File: src/lineif_pkg.sv
package lineif_pkg;
	// ****************************************
	// Serial frame layout
	// ****************************************
	localparam int ADDR_BITS = 7;
	localparam int DATA_BITS = 8;
	localparam int HEAD_BITS = 1 + ADDR_BITS;
	localparam int FRAME_BITS = HEAD_BITS + DATA_BITS;
	localparam logic [4:0] HEAD_LAST = 5'h07;
	localparam logic [4:0] FRAME_LAST = 5'h0F;
	localparam logic RW_READ = 1'b1;

	// ****************************************
	// Command register offsets
	// ****************************************
	localparam logic [6:0] CHAN_CTRL_ADDR = 7'h00;
	localparam logic [6:0] INT_MASK_ADDR = 7'h01;
	localparam logic [6:0] INT_STAT_ADDR = 7'h02;
	localparam logic [6:0] ALARM_STAT_ADDR = 7'h03;
	localparam logic [6:0] CLK_CTRL_ADDR = 7'h04;

	// ****************************************
	// Field positions
	// ****************************************
	localparam int CTRL_INT_EN = 0;
	localparam int CTRL_MUTE = 1;
	localparam int CTRL_ALL_ONES = 2;
	localparam int CTRL_NEAR_LOOP = 3;
	localparam int CTRL_FAR_LOOP = 4;
	localparam int CTRL_RX_ON = 5;
	localparam int CTRL_RX_MON = 6;
	localparam int CLK_RX_INV = 0;
	localparam int CLK_TX_INV = 1;
	localparam int EVT_LOS_SET = 0;
	localparam int EVT_LOS_CLR = 1;
	localparam int EVENT_COUNT = 2;

	// ****************************************
	// Reset values
	// ****************************************
	localparam logic [7:0] CHAN_CTRL_RST = 8'h20;
	localparam logic [7:0] CLK_CTRL_RST = 8'h00;
	localparam logic [1:0] INT_MASK_RST = 2'h0;

	// ****************************************
	// Serial port states
	// ****************************************
	typedef enum logic [4:0] {
		SP_IDLE = 5'h01,
		SP_HEAD = 5'h02,
		SP_WDATA = 5'h04,
		SP_RDATA = 5'h08,
		SP_DONE = 5'h10
	} port_state_type;
endpackage

File: src/pin_sync.sv
module pin_sync #(
	parameter int WIDTH = 1
) (
	input wire logic sys_clk,
	input wire logic rstn,
	input wire logic [WIDTH-1:0] pinIn,
	output logic [WIDTH-1:0] pinOut
);
	logic [WIDTH-1:0] firstReg;

	// ****************************************
	// Two flip-flops per pin
	// ****************************************
	generate
		for (genvar i = 0; i < WIDTH; i++) begin : g_bit
			always_ff @(posedge sys_clk or negedge rstn) begin
				if (!rstn) begin
					firstReg[i] <= 1'b0;
					pinOut[i] <= 1'b0;
				end else begin
					firstReg[i] <= pinIn[i];
					pinOut[i] <= firstReg[i];
				end
			end
		end
	endgenerate
endmodule

File: src/int_ctrl.sv
module int_ctrl #(
	parameter int EVENTS = 2
) (
	input wire logic sys_clk,
	input wire logic rstn,
	input wire logic clearAll,
	input wire logic [EVENTS-1:0] events,
	input wire logic maskWe,
	input wire logic statusWe,
	input wire logic [EVENTS-1:0] wdata,
	input wire logic intEnable,
	output logic [EVENTS-1:0] statusReg,
	output logic [EVENTS-1:0] maskReg,
	output logic irqActive
);
	import lineif_pkg::*;
	logic [EVENTS-1:0] statusNext;
	logic [EVENTS-1:0] maskNext;
	wire [EVENTS-1:0] clearBits = statusWe ? wdata : '0;

	// ****************************************
	// Sticky status, write one to clear, set wins
	// ****************************************
	assign statusNext = clearAll ? '0 : ((statusReg & ~clearBits) | events);
	assign maskNext = clearAll ? INT_MASK_RST[EVENTS-1:0] : (maskWe ? wdata : maskReg);
	assign irqActive = intEnable && |(statusReg & maskReg);

	always_ff @(posedge sys_clk or negedge rstn) begin
		if (!rstn) begin
			statusReg <= '0;
			maskReg <= INT_MASK_RST[EVENTS-1:0];
		end else begin
			statusReg <= statusNext;
			maskReg <= maskNext;
		end
	end
endmodule

File: src/lineif_ctrl.sv
// Contract
// - Hardware Mode loop pins far,near: 00 normal, 01 analog local, 10 remote, 11 digital.
// - In host mode both loopback pins are ignored; board ties them low.
// - Serial input bits are captured on rising shift clock edges.
// - Serial output changes only on falling shift clock edges during reads.
// - A read shifts out the addressed command register, one bit at a time.
// - After a transfer the serial output floats until the next read drives it.
// - Register reset low returns all command registers and configuration to defaults.
// - In host mode a pending interrupt drives the interrupt pin low.
// - Interrupt enable bit at zero keeps the interrupt pin from asserting.
// - In Hardware Mode the serial pins become clock invert, receiver and mute controls; the code takes mute from the interrupt pin.
// - Mute enabled with loss of signal forces both recovered data outputs low.
// - Analog local or remote loopback overrides an all-ones transmit request.
//
// Added by the designer: the placing of the registers and the strobed register port.
module lineif_ctrl (
	input wire logic sys_clk,
	input wire logic rstn,
	input wire logic hostModePin,
	input wire logic regResetPin_n,
	input wire logic selectPin,
	input wire logic shiftClockPin,
	input wire logic serial_write_in,
	input wire logic serialReadIn,
	output logic serial_read_out,
	output logic serialReadOe_n,
	input wire logic irqPinIn,
	output logic irq_out_n,
	output logic irqOe_n,
	input wire logic near_end_loop_sel,
	input wire logic far_end_loop_sel,
	input wire logic all_ones_transmit,
	input wire logic losIn,
	input wire logic recvPosIn,
	input wire logic recvNegIn,
	output logic recv_pos_data,
	output logic recv_neg_data,
	output logic loopNormal,
	output logic loopAnalogLocal,
	output logic loopRemote,
	output logic loopDigital,
	output logic allOnesOut,
	output logic recv_clock_invert,
	output logic xmit_clock_invert,
	output logic receiver_on,
	output logic receive_monitor_mode,
	output logic mute_on_signal_loss
);
	import lineif_pkg::*;

	// ****************************************
	// Pin synchronisers
	// ****************************************
	logic [9:0] pinsS;
	pin_sync #(.WIDTH(10)) u_sync (
		.sys_clk(sys_clk),
		.rstn(rstn),
		.pinIn({hostModePin, regResetPin_n, selectPin, shiftClockPin, serial_write_in, serialReadIn, irqPinIn,
			near_end_loop_sel, far_end_loop_sel, all_ones_transmit}),
		.pinOut(pinsS)
	);
	wire hostS = pinsS[9];
	wire regResetS_n = pinsS[8];
	wire selS = pinsS[7];
	wire sclkS = pinsS[6];
	wire dinS = pinsS[5];
	wire readPinS = pinsS[4];
	wire irqInS = pinsS[3];
	wire nearS = pinsS[2];
	wire farS = pinsS[1];
	wire allOnesS = pinsS[0];

	// ****************************************
	// Shift clock edges
	// ****************************************
	logic sclkD;
	always_ff @(posedge sys_clk or negedge rstn) begin
		if (!rstn) begin
			sclkD <= 1'b0;
		end else begin
			sclkD <= sclkS;
		end
	end
	wire sclkRise = sclkS && !sclkD;
	wire sclkFall = !sclkS && sclkD;

	// ****************************************
	// Serial port state
	// ****************************************
	port_state_type state;
	port_state_type stateNext;
	logic [FRAME_BITS-1:0] shiftReg;
	logic [4:0] bitCnt;
	logic [ADDR_BITS-1:0] addrReg;
	logic [DATA_BITS-1:0] readShift;
	logic [DATA_BITS-1:0] readShiftNext;
	logic outBit;
	logic outDrive;
	logic outDriveNext;
	logic [7:0] ctrlReg;
	logic [7:0] clkReg;
	logic [EVENT_COUNT-1:0] statusReg;
	logic [EVENT_COUNT-1:0] maskReg;
	logic irqActive;

	wire active = hostS && !selS;
	wire [FRAME_BITS-1:0] capNext = {shiftReg[FRAME_BITS-2:0], dinS};
	wire headDone = sclkRise && (state == SP_HEAD) && (bitCnt == HEAD_LAST);
	wire frameDone = sclkRise && (bitCnt == FRAME_LAST);
	wire rwFlag = capNext[ADDR_BITS];
	wire [ADDR_BITS-1:0] headAddr = capNext[ADDR_BITS-1:0];
	wire writeStb = frameDone && (state == SP_WDATA) && active;
	wire [DATA_BITS-1:0] writeData = capNext[DATA_BITS-1:0];

	// ****************************************
	// Register read selection
	// ****************************************
	wire [7:0] statusWord = {{(8 - EVENT_COUNT){1'b0}}, statusReg};
	wire [7:0] maskWord = {{(8 - EVENT_COUNT){1'b0}}, maskReg};
	wire [7:0] alarmWord = {7'h00, losIn};
	wire [7:0] readWord = (headAddr == CHAN_CTRL_ADDR) ? ctrlReg :
		(headAddr == INT_MASK_ADDR) ? maskWord :
		(headAddr == INT_STAT_ADDR) ? statusWord :
		(headAddr == ALARM_STAT_ADDR) ? alarmWord :
		(headAddr == CLK_CTRL_ADDR) ? clkReg : 8'h00;

	always_comb begin
		stateNext = state;
		readShiftNext = readShift;
		outDriveNext = outDrive;
		if (!active) begin
			stateNext = SP_IDLE;
			outDriveNext = 1'b0;
		end else begin
			case (state)
				SP_IDLE: begin
					stateNext = SP_HEAD;
				end
				SP_HEAD: begin
					if (headDone && rwFlag == RW_READ) begin
						stateNext = SP_RDATA;
						readShiftNext = readWord;
					end else if (headDone) begin
						stateNext = SP_WDATA;
					end
				end
				SP_WDATA: begin
					if (frameDone) begin
						stateNext = SP_DONE;
					end
				end
				SP_RDATA: begin
					if (frameDone) begin
						stateNext = SP_DONE;
						outDriveNext = 1'b0;
					end else if (sclkFall) begin
						outDriveNext = 1'b1;
						readShiftNext = {readShift[DATA_BITS-2:0], 1'b0};
					end
				end
				SP_DONE: begin
					stateNext = SP_DONE;
				end
				default: begin
					stateNext = SP_IDLE;
				end
			endcase
		end
	end

	always_ff @(posedge sys_clk or negedge rstn) begin
		if (!rstn) begin
			state <= SP_IDLE;
			readShift <= 8'h00;
			outDrive <= 1'b0;
		end else begin
			state <= stateNext;
			readShift <= readShiftNext;
			outDrive <= outDriveNext;
		end
	end

	always_ff @(posedge sys_clk or negedge rstn) begin
		if (!rstn) begin
			shiftReg <= '0;
			bitCnt <= 5'h00;
			addrReg <= '0;
		end else if (!active || state == SP_IDLE) begin
			bitCnt <= 5'h00;
		end else if (sclkRise && state != SP_DONE) begin
			shiftReg <= capNext;
			bitCnt <= bitCnt + 5'h01;
			if (headDone) begin
				addrReg <= headAddr;
			end
		end
	end

	// Output bit changes only on a falling edge
	always_ff @(posedge sys_clk or negedge rstn) begin
		if (!rstn) begin
			outBit <= 1'b0;
		end else if (state == SP_RDATA && sclkFall && !frameDone) begin
			outBit <= readShift[DATA_BITS-1];
		end
	end

	// ****************************************
	// Command registers
	// ****************************************
	wire wrCtrl = writeStb && addrReg == CHAN_CTRL_ADDR;
	wire wrMask = writeStb && addrReg == INT_MASK_ADDR;
	wire wrStat = writeStb && addrReg == INT_STAT_ADDR;
	wire wrClk = writeStb && addrReg == CLK_CTRL_ADDR;

	always_ff @(posedge sys_clk or negedge rstn) begin
		if (!rstn) begin
			ctrlReg <= CHAN_CTRL_RST;
			clkReg <= CLK_CTRL_RST;
		end else if (!regResetS_n) begin
			ctrlReg <= CHAN_CTRL_RST;
			clkReg <= CLK_CTRL_RST;
		end else begin
			if (wrCtrl) begin
				ctrlReg <= writeData;
			end
			if (wrClk) begin
				clkReg <= writeData;
			end
		end
	end

	// ****************************************
	// Interrupts
	// ****************************************
	logic losD;
	always_ff @(posedge sys_clk or negedge rstn) begin
		if (!rstn) begin
			losD <= 1'b0;
		end else begin
			losD <= losIn;
		end
	end
	wire [EVENT_COUNT-1:0] events = {losD && !losIn, losIn && !losD};

	int_ctrl #(.EVENTS(EVENT_COUNT)) u_int (
		.sys_clk(sys_clk),
		.rstn(rstn),
		.clearAll(!regResetS_n),
		.events(events),
		.maskWe(wrMask),
		.statusWe(wrStat),
		.wdata(writeData[EVENT_COUNT-1:0]),
		.intEnable(ctrlReg[CTRL_INT_EN]),
		.statusReg(statusReg),
		.maskReg(maskReg),
		.irqActive(irqActive)
	);

	// ****************************************
	// Configuration and loopback outputs
	// ****************************************
	wire [1:0] loopSel = hostS ? {ctrlReg[CTRL_FAR_LOOP], ctrlReg[CTRL_NEAR_LOOP]} : {farS, nearS};
	wire muteSel = hostS ? ctrlReg[CTRL_MUTE] : irqInS;
	wire allOnesSel = hostS ? ctrlReg[CTRL_ALL_ONES] : allOnesS;
	wire loopOverride = (loopSel == 2'h1) || (loopSel == 2'h2);

	always_ff @(posedge sys_clk or negedge rstn) begin
		if (!rstn) begin
			loopNormal <= 1'b1;
			loopAnalogLocal <= 1'b0;
			loopRemote <= 1'b0;
			loopDigital <= 1'b0;
			allOnesOut <= 1'b0;
			mute_on_signal_loss <= 1'b0;
		end else begin
			loopNormal <= loopSel == 2'h0;
			loopAnalogLocal <= loopSel == 2'h1;
			loopRemote <= loopSel == 2'h2;
			loopDigital <= loopSel == 2'h3;
			allOnesOut <= allOnesSel && !loopOverride;
			mute_on_signal_loss <= muteSel;
		end
	end

	always_ff @(posedge sys_clk or negedge rstn) begin
		if (!rstn) begin
			recv_clock_invert <= 1'b0;
			xmit_clock_invert <= 1'b0;
			receiver_on <= 1'b0;
			receive_monitor_mode <= 1'b0;
		end else if (hostS) begin
			recv_clock_invert <= clkReg[CLK_RX_INV];
			xmit_clock_invert <= clkReg[CLK_TX_INV];
			receiver_on <= ctrlReg[CTRL_RX_ON];
			receive_monitor_mode <= ctrlReg[CTRL_RX_MON];
		end else begin
			recv_clock_invert <= selS;
			xmit_clock_invert <= sclkS;
			receiver_on <= dinS;
			receive_monitor_mode <= readPinS;
		end
	end

	// Muted recovered data
	always_ff @(posedge sys_clk or negedge rstn) begin
		if (!rstn) begin
			recv_pos_data <= 1'b0;
			recv_neg_data <= 1'b0;
		end else begin
			recv_pos_data <= recvPosIn && !(muteSel && losIn);
			recv_neg_data <= recvNegIn && !(muteSel && losIn);
		end
	end

	// ****************************************
	// Pin drivers
	// ****************************************
	always_ff @(posedge sys_clk or negedge rstn) begin
		if (!rstn) begin
			irq_out_n <= 1'b1;
		end else begin
			irq_out_n <= !(hostS && irqActive);
		end
	end
	assign irqOe_n = !hostS;
	assign serial_read_out = outBit;
	assign serialReadOe_n = !(outDrive && active);
endmodule

File: config.mk
export PLATFORM = sky130hd
export DESIGN_NAME = lineif_ctrl
export DESIGN_NICKNAME = d
export VERILOG_FILES = /design/src/lineif_pkg.sv /design/src/pin_sync.sv /design/src/int_ctrl.sv /design/src/lineif_ctrl.sv
export SDC_FILE = /design/constraint.sdc
export NUM_CORES = 1
export LEC_CHECK = 0
export BUFFER_PORTS_ARGS = -buffer_cell sky130_fd_sc_hd__buf_2
export CORE_MARGIN = 5
export CORE_UTILIZATION = 45
export CTS_CLUSTER_SIZE = 8
export DETAILED_ROUTE_END_ITERATION = 10
export PLACE_DENSITY = 0.7
export RECOVER_POWER = 50
export SYNTH_ARGS = -nofsm -noshare
export SYNTH_HDL_FRONTEND = slang
export SYNTH_SLANG_ARGS = --single-unit
File: constraint.sdc
create_clock -name sys_clk -period 2.63 [get_ports sys_clk]
set_clock_uncertainty 0.05 [all_clocks]
set_input_delay 0 -clock sys_clk [delete_from_list [all_inputs] [get_ports sys_clk]]
set_output_delay 0 -clock sys_clk [all_outputs]
set_load 0.01 [all_outputs]
==> results.toml <==
[outcome]
status = "completed"

[routing]
first_pass_iters = 4
via_per_inst = 5.44
drtIter0Drc = 173
drt-total-wl_um = 7910
drc = 0
wl_per_cell_um = 16.5
vias = 2599
ant_nets = 0

[power_and_ir_drop]
swShare = 0.247
p_comb_frac = 0.075
p_clk_frac = 0.390
ir_drop_mv = 0.353
power.density_nw_per_um2 = 601
finalPower_uw = 2720
internal-power_uw = 2050
p_leak_uw = 0.00208
p_switching_uw = 671
seqPwrFrac = 0.535

[logic_synthesis]
yosys_warnings = 0
yosysSeqAreaShare = 0.569
syn_nets = 340
yosys-top-cells-count = "85 x dfrtp_1, 29 x nand2_1, 27 x mux2_2, 26 x mux2i_1"
ys_types = 53
async_flop_share = 1.00
synth-edff-count = 0
synth_cells = 319
synth-seq-cells = 89
synth_most_common_cell = "dfrtp_1"
synthTopCellsByArea = "dfrtp_1 54%, mux2_2 7.7%, mux2i_1 6.6%"
synth_top_cell_area_share = 0.542
synth_top_area_cell = "dfrtp_1"
syn_area_um2 = 3930
synth_flop_cell = "dfrtp_1"
post_synth.cell_area_avg_um2 = 12.3

[min_path]
hold_path_class = "in2reg"
hold_depth = 2
hp-start = "all_ones_transmit"
whs_endpoint = "u_sync.firstReg[0]"

[finish]
layout.nets = 386
syn2layout_area_growth_pct = 15.2
drive_gt1_frac = 0.203
antennaDiodeCount = 0
fin_area_um2 = 4520

[setup_path]
required_ps = 2820
crit_type = "reg2reg"
r2r_end = "addrReg[2]"
arrival_ps = 2410
reg2reg_depth = 4
r2r_start = "state[3]"
r2r_slack_ps = 420
critPathMaxFanout = 12
end_kind = "flip-flop"
start_kind = "flip-flop"

[placed_design]
place_hpwl_um = 5410
gp_congestion = 0.816
place_area_um2 = 4180
io_buffers = 30

[sta]
tightestPinTransition_ps = 1290
setup_viol = 0
fmax_mhz = 452
period_needed_ps = 2210
rsz0062_at_grt = "false"
hold_viol = 0
period_share = 0.841
final-max-slew-violation-count = 0
maxSlewHeadroom = 0.139
finalSetupTns_ps = 0

[floorplanning]
io_pins = 31
die-area_um2 = 10700
rows = 34
die_w_um = 103
start_util = 0.457
core_um2 = 8590
fp.dieH_um = 103

[clock_network]
root_buffer = "clkbuf_8"
cts_hold_buffers = 14
clockBufferDepth = 2
post_cts_resized = 0
cts_inserted_buffers = 9
ctsHtreeMaxLevel = 3
cts_tree = "yes"
clk_pin_slew_ps = 90
cts_setup_buffers = 0
clock_latency_ps = 360
cts.sink_count = 89

[global_route]
grt_max_degree = 54
antenna_found_initial = 0
grtUsageTotal = 0.159
grt_pass1_wl_um = 13100
overflow = 0
grt_pass1_vias = 2504

[flow_run]
cap_viol_max_count = 0
power by group through the flow:
stage                     registers (µW)  clock network, µW  logic, µW
final                               1460               1060        203
after global routing                1460               1140        226
after CTS                           1450               1090        211
after detailed placement            1480                  0        193
after global placement              1480                  0        190
after floorplan                     1460                  0        130
worst max path at each step:
stage | start | end | slack, ps | cells after the start
floorplan | u_sync.pinOut[6] | addrReg[0] | 710 | 5
global placement | state[3] | addrReg[6] | 540 | 4
detailed placement | state[3] | addrReg[4] | 450 | 4
CTS | state[3] | addrReg[4] | 420 | 4
global route | rstn | state[4] | 170 | 3
finish | state[3] | addrReg[2] | 420 | 4
area by class of cell:
cell class | count | area [µm²]
fillers | 748 | 4070
flip-flops and latches | 89 | 2230
multi-input cells | 207 | 1590
repair buffers | 50 | 313
well taps | 108 | 135
clock buffers | 10 | 128
clock inverters | 6 | 97.6
inverters | 8 | 30.0
worst max-delay path, cell delays in order, from the launching register on:
cell     delay (ps)
dfrtp_1         510
or3_1           520
nor2_1          240
and3b_1         400
mux2_2          380
per-layer routing:
metal	track usage	vias up	share of wire
met2	0.229	44	0.45
met1	0.234	1305	0.49
met3	0.0416	9	0.047
li1	-	1241	-
met4	0.0508	0	0.013
met5	0	-	0
registers in the layout, summed over array words and instances (netlist names), 2 cells and up:
signal and count:
u_int.maskReg 2, ctrlReg 8, state 5, readShift 8
u_sync.pinOut 10, shiftReg 7, clkReg 8, addrReg 7
bitCnt 5, u_int.statusReg 2, u_sync.firstReg 10
cell usage in the layout (no fill, tap or decap), drive strengths merged, types with 3 or more instances in the layout:
cell type and n:
mux2 27, clkbuf 27, xnor2 4, nor2b 5
nor2 12, ha 6, nor3 7, nand3 6
a211oi 4, nand2b 4, dfstp 4, nand2 30
dfrtp 85, and2 4, buf 19, inv 11
nor4bb 3, a21oi 9, dlygate4sd3 14, o21ai 13
o2bb2ai 7, mux2i 26, or4 4, nor4 10
cells by family (layout without fill, tap and decap cells):
group,count (synthesis),count (layout),share of synthesized area
fa+ha+maj,6,6,0.0191
buf+inv,23,74,0.0274
xor+xnor,6,6,0.0134
mux,53,53,0.144
simple gates,98,98,0.151
compound gates,44,44,0.0765
flops,89,89,0.569
per-stage QoR:
stage | instances | util | worst slack [ps] | hold WS, ps
floorplan | 319 | - | 711 | -346
global placement | 448 | 0.486 | 537 | 18.4
detailed placement | 448 | 0.486 | 445 | 26.5
CTS | 478 | 0.529 | 423 | 171
global route | 478 | 0.526 | 165 | 213
finish | 478 | 0.526 | 419 | 224
Power figures use the tool's default switching activity.
